### config.mk
export PLATFORM = sky130hd
export DESIGN_NAME = serial_command_and_alert_port
export DESIGN_NICKNAME = d
export VERILOG_FILES = /design/src/rtl/flow_cmd_pkg.sv /design/src/rtl/flow_result_mem.sv /design/src/rtl/serial_command_and_alert_port.sv
export SDC_FILE = /design/constraint.sdc
export NUM_CORES = 2
export LEC_CHECK = 0
export ABC_AREA = 1
export BUFFER_PORTS_ARGS = -buffer_cell sky130_fd_sc_hd__buf_2
export CAP_MARGIN = 20
export CORE_AREA = 2 2 376 378
export DETAILED_ROUTE_END_ITERATION = 10
export DIE_AREA = 0 0 378 380
export PLACE_DENSITY_LB_ADDON = 0.05
export SKIP_CTS_REPAIR_TIMING = 1
export SLEW_MARGIN = 20
export SYNTH_ARGS = -nofsm -noshare
export SYNTH_HDL_FRONTEND = slang
export SYNTH_SLANG_ARGS = --single-unit
### constraint.sdc
create_clock -name core_clk -period 10.52 [get_ports core_clk]
set_clock_uncertainty 0.2 [all_clocks]
set_input_delay 2.104 -clock core_clk [delete_from_list [all_inputs] [get_ports core_clk]]
set_output_delay 2.104 -clock core_clk [all_outputs]
set_load 0.01 [all_outputs]
### src/rtl/flow_cmd_pkg.sv
package flow_cmd_pkg;

  // execution opcodes
  localparam logic [7:0] OP_UP = 8'h00;
  localparam logic [7:0] OP_DOWN = 8'h01;
  localparam logic [7:0] OP_DIFF = 8'h02;
  localparam logic [7:0] OP_TEMP = 8'h03;
  localparam logic [7:0] OP_RESET = 8'h04;
  localparam logic [7:0] OP_BANDPASS = 8'h06;
  localparam logic [7:0] OP_EVENT1 = 8'h07;
  localparam logic [7:0] OP_EVENT3 = 8'h09;
  localparam logic [7:0] OP_HALT = 8'h0a;
  localparam logic [7:0] OP_CAL = 8'h0e;

  // register opcode ranges
  localparam logic [7:0] RD_LO_A = 8'h94;
  localparam logic [7:0] RD_HI_A = 8'h97;
  localparam logic [7:0] RD_LO_B = 8'hb0;
  localparam logic [7:0] WR_LO_A = 8'h14;
  localparam logic [7:0] WR_HI_A = 8'h17;
  localparam logic [7:0] WR_LO_B = 8'h30;
  localparam logic [7:0] WR_HI_B = 8'h43;

  // register addresses inside the 7-bit map
  localparam logic [6:0] MAP_START = 7'h30;
  localparam logic [6:0] MAP_LAST = 7'h7f;
  localparam logic [6:0] STATUS_ADDR = 7'h7e;
  localparam logic [6:0] UP_RES_BASE = 7'h44;
  localparam logic [6:0] DOWN_RES_BASE = 7'h54;
  localparam int MEM_DEPTH = 128;

  // status layout and counts
  localparam int FLIGHT_BIT = 15;
  localparam int TAMPER_BIT = 14;
  localparam int EXT_W = 14;
  localparam logic [15:0] STATUS_RST = 16'h0000;
  localparam logic [4:0] OP_LAST_BIT = 5'h07;
  localparam logic [4:0] WORD_LAST_BIT = 5'h0f;

  typedef enum logic [2:0] {
    P_IDLE = 3'b000,
    P_OPCODE = 3'b001,
    P_RDDATA = 3'b010,
    P_WRDATA = 3'b011,
    P_EXEC = 3'b100,
    P_IGNORE = 3'b101
  } phase_e;

  typedef enum logic [1:0] {
    M_IDLE = 2'b00,
    M_UP = 2'b01,
    M_DOWN = 2'b10
  } meas_e;

  // result words streamed from the time converter
  typedef struct packed {
    logic valid;
    logic [3:0] index;
    logic [15:0] data;
    logic done;
  } measRes_s;

  // launcher and receiver selection
  typedef struct packed {
    logic upstreamPosPin;
    logic upstreamNegPin;
    logic downstreamPosPin;
    logic downstreamNegPin;
    logic rxOnUpstream;
    logic rxOnDownstream;
  } flightPins_s;

endpackage

### src/rtl/flow_result_mem.sv
`timescale 1ns/1ps
`default_nettype none
module flow_result_mem (
  input wire logic core_clk,
  input wire logic rst,
  input wire logic we,
  input wire logic [6:0] waddr,
  input wire logic [15:0] wdata,
  input wire logic [6:0] raddr,
  output logic [15:0] rdata
);

  typedef struct packed {
    logic [15:0] rdata;
  } state_s;

  state_s q;
  state_s d;
  logic [15:0] mem [0:flow_cmd_pkg::MEM_DEPTH-1];

  // read data is registered, one cycle behind the address
  always_comb begin
    d = q;
    d.rdata = mem[raddr];
  end

  always_ff @(posedge core_clk or posedge rst) begin
    if (rst) begin
      q <= '0;
    end else begin
      q <= d;
    end
  end

  // array itself has no reset
  always_ff @(posedge core_clk) begin
    if (we) begin
      mem[waddr] <= wdata;
    end
  end

  assign rdata = q.rdata;

endmodule
`default_nettype wire

### src/rtl/serial_command_and_alert_port.sv
`timescale 1ns/1ps
`default_nettype none
module serial_command_and_alert_port (
  input wire logic core_clk,
  input wire logic rst,
  input wire logic spiCsN,
  input wire logic spiSck,
  input wire logic spiDin,
  output logic spiDout,
  input wire logic alertEnable,
  input wire logic tamperIn,
  input wire logic [13:0] doneEvents,
  input wire flow_cmd_pkg::measRes_s measRes,
  output logic alertN,
  output logic tamperLatch,
  output flow_cmd_pkg::flightPins_s flightPins,
  output logic measBusy,
  output logic measStart,
  output logic cmdStart,
  output logic [7:0] cmdCode
);

  typedef struct packed {
    logic [2:0] csSync;
    logic [2:0] sckSync;
    logic [1:0] dinSync;
    logic [2:0] tamSync;
    flow_cmd_pkg::phase_e phase;
    logic [4:0] bitCnt;
    logic [15:0] rxShift;
    logic [7:0] opcode;
    logic [6:0] addr;
    logic [15:0] txShift;
    logic dout;
    logic [1:0] rdPend;
    logic wrPend;
    logic [6:0] wrAddr;
    logic [15:0] wrData;
    logic [15:0] status;
    logic tamperLatch;
    logic alertN;
    flow_cmd_pkg::meas_e meas;
    logic measBusy;
    flow_cmd_pkg::flightPins_s pins;
    logic measStart;
    logic cmdStart;
    logic [7:0] cmdCode;
  } state_s;

  localparam state_s STATE_RST = '{
    csSync: 3'h7,
    alertN: 1'b1,
    status: flow_cmd_pkg::STATUS_RST,
    phase: flow_cmd_pkg::P_IDLE,
    meas: flow_cmd_pkg::M_IDLE,
    default: '0
  };

  state_s q;
  state_s d;

  logic memWe;
  logic [6:0] memWaddr;
  logic [15:0] memWdata;
  logic [15:0] memRdata;

  logic csLow;
  logic csFall;
  logic csRise;
  logic sckFall;
  logic sckRise;
  logic tamperEv;
  logic startExec;
  logic [15:0] rxNext;
  logic [15:0] newEv;
  logic [15:0] clrMask;

  // opcode classes
  function automatic logic isRead(input logic [7:0] op);
    isRead = (op >= flow_cmd_pkg::RD_LO_A && op <= flow_cmd_pkg::RD_HI_A)
      || (op >= flow_cmd_pkg::RD_LO_B);
  endfunction

  function automatic logic isWrite(input logic [7:0] op);
    isWrite = (op >= flow_cmd_pkg::WR_LO_A && op <= flow_cmd_pkg::WR_HI_A)
      || (op >= flow_cmd_pkg::WR_LO_B && op <= flow_cmd_pkg::WR_HI_B);
  endfunction

  function automatic logic isExec(input logic [7:0] op);
    isExec = (op <= flow_cmd_pkg::OP_RESET)
      || (op >= flow_cmd_pkg::OP_BANDPASS && op <= flow_cmd_pkg::OP_HALT)
      || (op == flow_cmd_pkg::OP_CAL);
  endfunction

  // read pointer walks to the end, then restarts at map start
  function automatic logic [6:0] nextRead(input logic [6:0] a);
    if (a == flow_cmd_pkg::MAP_LAST) begin
      nextRead = flow_cmd_pkg::MAP_START;
    end else begin
      nextRead = 7'(a + 7'h01);
    end
  endfunction

  // write pointer wraps after the last writable word
  function automatic logic [6:0] nextWrite(input logic [6:0] a);
    if (a == flow_cmd_pkg::WR_HI_B[6:0]) begin
      nextWrite = flow_cmd_pkg::MAP_START;
    end else if (a == flow_cmd_pkg::WR_HI_A[6:0]) begin
      nextWrite = flow_cmd_pkg::MAP_START;
    end else begin
      nextWrite = 7'(a + 7'h01);
    end
  endfunction

  // edge finding on synchronised pins; first stages feed only the second
  assign csLow = ~q.csSync[1];
  assign csFall = q.csSync[2] & ~q.csSync[1];
  assign csRise = ~q.csSync[2] & q.csSync[1];
  assign sckFall = q.sckSync[2] & ~q.sckSync[1];
  assign sckRise = ~q.sckSync[2] & q.sckSync[1];
  assign tamperEv = q.tamSync[1] & ~q.tamSync[2];
  assign rxNext = {q.rxShift[14:0], q.dinSync[1]};

  always_comb begin
    d = q;
    memWe = 1'b0;
    memWaddr = q.wrAddr;
    memWdata = q.wrData;
    newEv = '0;
    clrMask = '0;
    startExec = 1'b0;

    // pins cross into the core clock through two flops
    d.csSync = {q.csSync[1:0], spiCsN};
    d.sckSync = {q.sckSync[1:0], spiSck};
    d.dinSync = {q.dinSync[0], spiDin};
    d.tamSync = {q.tamSync[1:0], tamperIn};
    d.measStart = 1'b0;
    d.cmdStart = 1'b0;
    d.rdPend = {q.rdPend[0], 1'b0};

    // result words land before the done flag
    if (measRes.valid && q.meas != flow_cmd_pkg::M_IDLE) begin
      memWe = 1'b1;
      memWdata = measRes.data;
      if (q.meas == flow_cmd_pkg::M_UP) begin
        memWaddr = 7'(flow_cmd_pkg::UP_RES_BASE + {3'h0, measRes.index});
      end else begin
        memWaddr = 7'(flow_cmd_pkg::DOWN_RES_BASE + {3'h0, measRes.index});
      end
    end else if (q.wrPend) begin
      // host write waits for as long as results hold the port
      memWe = 1'b1;
      d.wrPend = 1'b0;
    end

    if (measRes.done && q.meas != flow_cmd_pkg::M_IDLE) begin
      newEv[flow_cmd_pkg::FLIGHT_BIT] = 1'b1;
      d.meas = flow_cmd_pkg::M_IDLE;
      d.pins = '0;
    end

    if (tamperEv) begin
      d.tamperLatch = 1'b1;
      newEv[flow_cmd_pkg::TAMPER_BIT] = 1'b1;
    end

    newEv[flow_cmd_pkg::EXT_W-1:0] = doneEvents;

    // frame edges start and end the transfer
    if (csFall) begin
      d.phase = flow_cmd_pkg::P_OPCODE;
      d.bitCnt = '0;
      d.dout = 1'b0;
    end else if (csRise) begin
      if (q.phase == flow_cmd_pkg::P_EXEC && q.bitCnt == 5'h00) begin
        startExec = 1'b1;
      end
      d.phase = flow_cmd_pkg::P_IDLE;
      d.dout = 1'b0;
    end else if (csLow && sckFall) begin
      case (q.phase)
        flow_cmd_pkg::P_OPCODE: begin
          d.rxShift = rxNext;
          d.bitCnt = 5'(q.bitCnt + 5'h01);
          if (q.bitCnt == flow_cmd_pkg::OP_LAST_BIT) begin
            d.bitCnt = '0;
            d.opcode = rxNext[7:0];
            if (isRead(rxNext[7:0])) begin
              d.phase = flow_cmd_pkg::P_RDDATA;
              d.addr = rxNext[6:0];
              d.rdPend[0] = 1'b1;
            end else if (isWrite(rxNext[7:0])) begin
              d.phase = flow_cmd_pkg::P_WRDATA;
              d.addr = rxNext[6:0];
            end else if (isExec(rxNext[7:0])) begin
              d.phase = flow_cmd_pkg::P_EXEC;
            end else begin
              // unknown opcode, rest of frame ignored
              d.phase = flow_cmd_pkg::P_IGNORE;
            end
          end
        end
        flow_cmd_pkg::P_RDDATA: begin
          d.bitCnt = 5'(q.bitCnt + 5'h01);
          // next word fetched after sixteen bits
          if (q.bitCnt == flow_cmd_pkg::WORD_LAST_BIT) begin
            d.bitCnt = '0;
            d.addr = nextRead(q.addr);
            d.rdPend[0] = 1'b1;
          end
        end
        flow_cmd_pkg::P_WRDATA: begin
          d.rxShift = rxNext;
          d.bitCnt = 5'(q.bitCnt + 5'h01);
          if (q.bitCnt == flow_cmd_pkg::WORD_LAST_BIT) begin
            d.bitCnt = '0;
            // store then step, wrapping to map start
            d.wrAddr = q.addr;
            d.wrData = rxNext;
            d.wrPend = isWrite({1'b0, q.addr});
            d.addr = nextWrite(q.addr);
          end
        end
        flow_cmd_pkg::P_EXEC: begin
          // clocks past the opcode spoil the command
          d.bitCnt = 5'h01;
        end
        default: begin
          d.bitCnt = q.bitCnt;
        end
      endcase
    end else if (csLow && sckRise && q.phase == flow_cmd_pkg::P_RDDATA) begin
      // data bit advances on rising edge
      d.dout = q.txShift[15];
      d.txShift = {q.txShift[14:0], 1'b0};
    end

    // status word capture clears exactly what it read; other words clear nothing
    if (q.rdPend[1]) begin
      // status words come from the live flags, not the store
      if (q.addr == flow_cmd_pkg::STATUS_ADDR) begin
        d.txShift = q.status;
        clrMask = q.status;
      end else begin
        d.txShift = memRdata;
      end
    end

    // command launch once the frame closes
    if (startExec) begin
      d.cmdStart = 1'b1;
      d.cmdCode = q.opcode;
      case (q.opcode)
        flow_cmd_pkg::OP_UP: begin
          if (q.meas == flow_cmd_pkg::M_IDLE) begin
            d.meas = flow_cmd_pkg::M_UP;
            d.measStart = 1'b1;
            d.pins = '0;
            d.pins.upstreamPosPin = 1'b1;
            d.pins.upstreamNegPin = 1'b1;
            d.pins.rxOnDownstream = 1'b1;
          end
        end
        flow_cmd_pkg::OP_DOWN: begin
          if (q.meas == flow_cmd_pkg::M_IDLE) begin
            d.meas = flow_cmd_pkg::M_DOWN;
            d.measStart = 1'b1;
            d.pins = '0;
            d.pins.downstreamPosPin = 1'b1;
            d.pins.downstreamNegPin = 1'b1;
            d.pins.rxOnUpstream = 1'b1;
          end
        end
        flow_cmd_pkg::OP_RESET: begin
          // soft reset wipes flags and abandons a measurement
          d.status = flow_cmd_pkg::STATUS_RST;
          // a tamper edge in this same cycle still wins
          d.tamperLatch = tamperEv;
          d.meas = flow_cmd_pkg::M_IDLE;
          d.pins = '0;
        end
        default: begin
          // remaining commands run in the outside sequencers
          d.meas = d.meas;
        end
      endcase
    end

    // a set in the read cycle beats the clear
    d.status = (d.status & ~clrMask) | newEv;

    // alert follows status, gated by enable
    d.alertN = ~(alertEnable & (|d.status));

    // busy kept in a flop so the pin needs no decode
    d.measBusy = (d.meas != flow_cmd_pkg::M_IDLE);
  end

  always_ff @(posedge core_clk or posedge rst) begin
    if (rst) begin
      q <= STATE_RST;
    end else begin
      q <= d;
    end
  end

  // result and register store, read port tracks the pointer
  flow_result_mem resultMem (
    .core_clk(core_clk),
    .rst(rst),
    .we(memWe),
    .waddr(memWaddr),
    .wdata(memWdata),
    .raddr(q.addr),
    .rdata(memRdata)
  );

  // every output is a flop of the state
  assign spiDout = q.dout;
  assign alertN = q.alertN;
  assign tamperLatch = q.tamperLatch;
  assign flightPins = q.pins;
  assign measStart = q.measStart;
  assign cmdStart = q.cmdStart;
  assign cmdCode = q.cmdCode;
  assign measBusy = q.measBusy;

endmodule
`default_nettype wire
# Word level (Yosys, flattened, before mapping)
# Memory sizes are Yosys's and may differ from the RTL's. A register that Yosys moved wholly into a read port is not among the register bits.
# Index checks and enable logic that the tools add are counted.
dict set report totals {
  regBits 130
  ramBits 2048
  input_bits 43
  elab_cells 196
  output_inout_bits 20
  mem_count 1
}
# name depth width rd rd_ports_with_merged_regs write_ports line_no
set mem_list {}
lappend mem_list {resultMem.mem 128 16 1 1 1 flow_result_mem.sv:19} ;# logic [15:0] mem [0:flow_cmd_pkg::MEM_DEPTH-1];
dict set report op_classes {
  reduce_logical 41
  muxes 67
  eq_ne 23
  bitwise_logic 17
  n_lt_le_gt_ge 14
  add_sub_neg 4
}
# operator n
set op_table {}
lappend op_table {{$mux 16} 8}
lappend op_table {{$mux 7} 11}
lappend op_table {{$mux 25} 3}
lappend op_table {{$mux 17} 4}
lappend op_table {{$mux 52} 1}
lappend op_table {{$mux 24} 2}
lappend op_table {{$mux 39} 1}
lappend op_table {{$mux 8} 3}
lappend op_table {{$eq 7x7->1 const B} 3}
lappend op_table {{$pmux 7 s3} 1}
lappend op_table {{$pmux 6 s3} 1}
lappend op_table {{$mux 1} 17}
lappend op_table {{$and 16x16->16} 1}
lappend op_table {{$ge 8x8->1 const B} 2}
lappend op_table {{$not 16->16} 1}
lappend op_table {{$or 16x16->16} 1}
lappend op_table {{$reduce_or 16->1} 1}
lappend op_table {{$mux 15} 1}
lappend op_table {{$pmux 5 s3} 1}
lappend op_table {{$reduce_bool 3->1} 5}
lappend op_table {{$add 7x4->7 const A} 2}
lappend op_table {{$ne 2x2->1 const B} 7}
lappend op_table {{$logic_and 1x1->1} 12}
lappend op_table {{$mux 3} 4}
lappend op_table {{44 further kinds} 73}

# Depth between registers and ports, before layout
dict set report depth {
  word_depth 13
  mapped_depth 19
  ltp_nobuf 15
}

# Cells and area by module
# From an unflattened synthesis, not the netlist that was laid out.
dict set report unflattened {
  hier_cells 7574
  area_unflattened_um2 89223.1
}
# mod seq_area_each_um2 cells_each instances area_per_inst_um2
set modules_own_cells {}
lappend modules_own_cells {flow_result_mem 61899.4 6794 1 82753.1}
lappend modules_own_cells {serial_command_and_alert_port 3233.1 780 1 6470.0}

# Least setup slack after synthesis
# No wires, ideal clock.
dict set report synth_timing {
  kind {input port to flip-flop}
  from {input measRes[21] in the netlist's numbering}
  to {memory resultMem.mem[0][0], data pin}
  path_buffers 2
  setup_ps 511
  slack_ps 5378
  arrival_time_ps 4431
  path_stages 6
  required_time_ps 9809
  cell_sequence {nand2_4 inv_2 clkbuf_1 clkbuf_1 nand2_1 nand2_1}
}
dict set report synth_via {
  elab_chain_len 2
}
# element line_no
set synth_rtl {}
lappend synth_rtl {{start, declared} serial_command_and_alert_port.sv:13} ;# input wire flow_cmd_pkg::measRes_s measRes,
lappend synth_rtl {{$logic_and 1x1->1} serial_command_and_alert_port.sv:143} ;# if (measRes.valid && q.meas != flow_cmd_pkg::M_IDLE) begin
lappend synth_rtl {{$mux 16} serial_command_and_alert_port.sv:143}
lappend synth_rtl {{net memWdata[0]} serial_command_and_alert_port.sv:64} ;# logic [15:0] memWdata;
lappend synth_rtl {{end, declared} flow_result_mem.sv:19}
# The timed path passes the listed nets, and every way through them passes these cells.

==> impl_metrics.json <==
{
  "yosysTopAreaCell": "edfxtp_1",
  "dieArea_um2": 143600,
  "post-route-util_pct": 71.23,
  "synth_flop_cell": "edfxtp_1",
  "core_region_area_um2": 139200,
  "cts_tree": "built",
  "period_share_pct": 50.30,
  "cts-buffers-inserted": 212,
  "synthCells": 8006,
  "cp_max_fo": 72,
  "worst_slack_ns": 5.229,
  "clk_latency_ns": 0.82,
  "power_density_nw_per_um2": 169.8,
  "power_frac_seq_pct": 55.9,
  "critical_path_arrival_ns": 5.76,
  "slowest_stage": "dfrtp_4",
  "layout-drive-gt1-share_pct": 7.407,
  "yosysUniqueCellTypes": 43,
  "postRouteAntennaNets": 0,
  "hpwl_um": 132000,
  "critPathKind": "reg2reg",
  "vias": 60360,
  "ys_seq_area_share_pct": 72.13,
  "final.min_clock_period_ns": 5.291,
  "gp_congestion": 0.9093,
  "timing.setup.tns_ns": 0,
  "synthTopCellsByCount": "edfxtp_1 (2048), nor2_1 (1690), nand2_1 (1490), o21ai_0 (948), nand3_1 (405)",
  "grt_pass1_wl_um": 350000,
  "synthTopCellsByArea": "edfxtp_1 (68%), nor2_1 (7.0%), nand2_1 (6.2%), o21ai_0 (5.3%), dfrtp_1 (3.9%)",
  "p_clk_share_pct": 43.8,
  "n_antenna_cell": 0,
  "hold_class": "reg2reg",
  "avgSynthCellArea_um2": 11.28,
  "syn_to_final_growth_pct": 9.801,
  "htree_levels": 4,
  "io_pins": 63,
  "grt_max_degree": 195,
  "timing.rr.end": "resultMem.rdata[6]",
  "io_buffers": 62,
  "status": "finished clean",
  "grt.total_usage_pct": 32.79,
  "viasPerCell": 6.002,
  "avgRoutedWirePerCell_um": 23.58,
  "die-height_um": 380,
  "synth-async-reset-ratio_pct": 6.612,
  "p_sw_mw": 3.244,
  "power.share.switching_pct": 19.27,
  "rows": 137,
  "die_x_um": 378,
  "ff2ff_path_depth": 14,
  "first_pass_iters": 6,
  "power.leakage_nw": 32.63,
  "drc": 0,
  "drt_iter0_drc": 8368,
  "reg2reg_from": "q[81]",
  "synth_top_area_share_pct": 68.11,
  "initial_core_util_pct": 64.87,
  "p_int_mw": 13.59,
  "overflow": 0,
  "synth.ff_latch_count": 2193,
  "clockBufferDepth": 3,
  "endpoint_kind": "register",
  "slowest_delay_ns": 0.80,
  "nNetsFinal": 8058,
  "fmax_mhz": 189.0,
  "worstPathRequired_ns": 10.99,
  "synth-edff-count": 2048,
  "maxSlewViolCount": 0,
  "path_clk_slew_ns": 0.07,
  "irDropWorstVdd_uv": 171.2,
  "reg2reg_slack_ns": 5.23,
  "pre_cts_slack_ns": 4.390,
  "netlist_area_um2": 90290,
  "first_global_vias": 56070,
  "hold_depth": 0,
  "crit_path_start": "q[81]",
  "setup_violations": 0,
  "syn_nets": 8061,
  "yosysMostFrequentCell": "edfxtp_1",
  "cpMostUsedCell": "nand2_1",
  "antenna_found_initial": 7,
  "final-hold-violation-count": 0,
  "combPwrFrac_pct": 0.3,
  "tightest_slew_ns": 1.141,
  "slew_headroom_pct": 23.95,
  "rsz0062_at_grt": "false",
  "cp_cell_sequence": "buf_4 -> buf_4 -> buf_4 -> nor2_1 -> o21ai_0 -> nand2_1 -> nand2_1 -> nand2_1 -> inv_1 -> nand2_1 -> a21oi_1 -> nand2_1 -> nand2_1 -> nand2_1",
  "wl_um": 237200,
  "yosys_warnings": 0,
  "maxCapViolations": 0,
  "root_buffer": "clkbuf_16",
  "crit_path_end": "resultMem.rdata[6]",
  "cts.sinks": 2193,
  "cp-start-kind": "register"
}
==> layout by cell type (no fill, tap or decap), drive strengths merged, types with 2 or more instances in the layout <==
master	netlist	final
o21ai	1020	1020
clkinvlp	0	5
ha	12	12
edfxtp	2048	2048
inv	384	390
dfstp	4	4
dfrtp	141	141
clkbuf	184	268
clkinv	15	114
a21oi	64	64
o211ai	144	144
nand2	1493	1493
nand4	5	5
buf	290	257
or2	4	4
a22oi	2	2
o22ai	64	64
xor2	3	3
nand3	405	405
nor4	4	4
nor2	1693	1693
o221ai	2	2
nor3	18	18
bufinv	0	14
==> worst max-delay path, delay by kind of cell (launching register included) <==
kind,cells,cell delay (ns)
flops,1,0.80
simple gates,8,1.03
buf+inv,4,2.26
compound gates,2,0.65
==> layer usage <==
| layer | global-route usage (%) | vias up | routed length (um) |
|---|---|---|---|
| li1 | - | 27480 | - |
| met1 | 48.26 | 29190 | 94270 |
| met2 | 49.06 | 3264 | 107700 |
| met3 | 6.916 | 428 | 26750 |
| met4 | 11.65 | 2 | 8471 |
| met5 | 0 | - | 9 |
==> state kept, by name (all words and copies together), names as in the netlist <==
| register | flops |
|---|---|
| resultMem.mem | 2048 |
| q | 101 |
| resultMem.rdata | 16 |
| cmdCode | 8 |
| d | 8 |
| flightPins | 6 |
| alertN | 1 |
| cmdStart | 1 |
| measBusy | 1 |
| measStart | 1 |
| spiDout | 1 |
| tamperLatch | 1 |
==> stage by stage <==
stage	hold WS, ns	power, mW	instance area [um2]	std cells
after floorplan	0.1312	9.620	90290	8006
after global placement	0.1377	9.644	92390	9663
after detailed placement	0.1364	9.645	92410	9665
after CTS	0.1561	16.89	99120	10060
after global routing	0.1607	17.24	99140	10060
final	0.1541	16.83	99140	10060
==> kinds of logic (layout without fill, tap and decap cells) <==
| kind of cell | Yosys count | count (layout) | share of synthesized area [%] |
|---|---|---|---|
| and+or+nand+nor | 3623 | 3623 | 15.73 |
| xor gates and xnor gates | 3 | 3 | 0.02911 |
| AOI/OAI and AO/OA | 1301 | 1301 | 7.748 |
| buffers and inverters | 873 | 1048 | 4.182 |
| muxes | 1 | 1 | 0.01247 |
| adders and majority gates | 12 | 12 | 0.1663 |
| DFF | 2193 | 2193 | 72.13 |
==> worst min path at each step <==
stage | slack [ns] | start | to
detailed placement | 0.14 | d[123] | q[123]
finish | 0.15 | d[125] | d[126]
floorplan | 0.13 | d[120] | d[121]
global route | 0.16 | d[123] | q[123]
CTS | 0.16 | d[125] | d[126]
global placement | 0.14 | d[125] | d[126]
==> power by group through the flow <==
| stage | Combinational, mW | Sequential [mW] | Clock, mW |
|---|---|---|---|
| after floorplan | 0.0312 | 9.59 | 0 |
| after global placement | 0.0537 | 9.59 | 0 |
| after detailed placement | 0.0546 | 9.59 | 0 |
| after CTS | 0.0551 | 9.41 | 7.43 |
| after global routing | 0.0627 | 9.40 | 7.77 |
| final | 0.0548 | 9.41 | 7.37 |
==> final cells by class <==
| type | count | area, um2 |
|---|---|---|
| clock inverter | 124 | 997.2 |
| inverter | 399 | 1544 |
| multi-input combinational | 4940 | 21540 |
| clock buffer | 268 | 5714 |
| timing repair buffer | 257 | 1853 |
| fill | 9675 | 40050 |
| sequential | 2193 | 65140 |
| tap | 1876 | 2347 |
(Power assumes the default switching activity.)
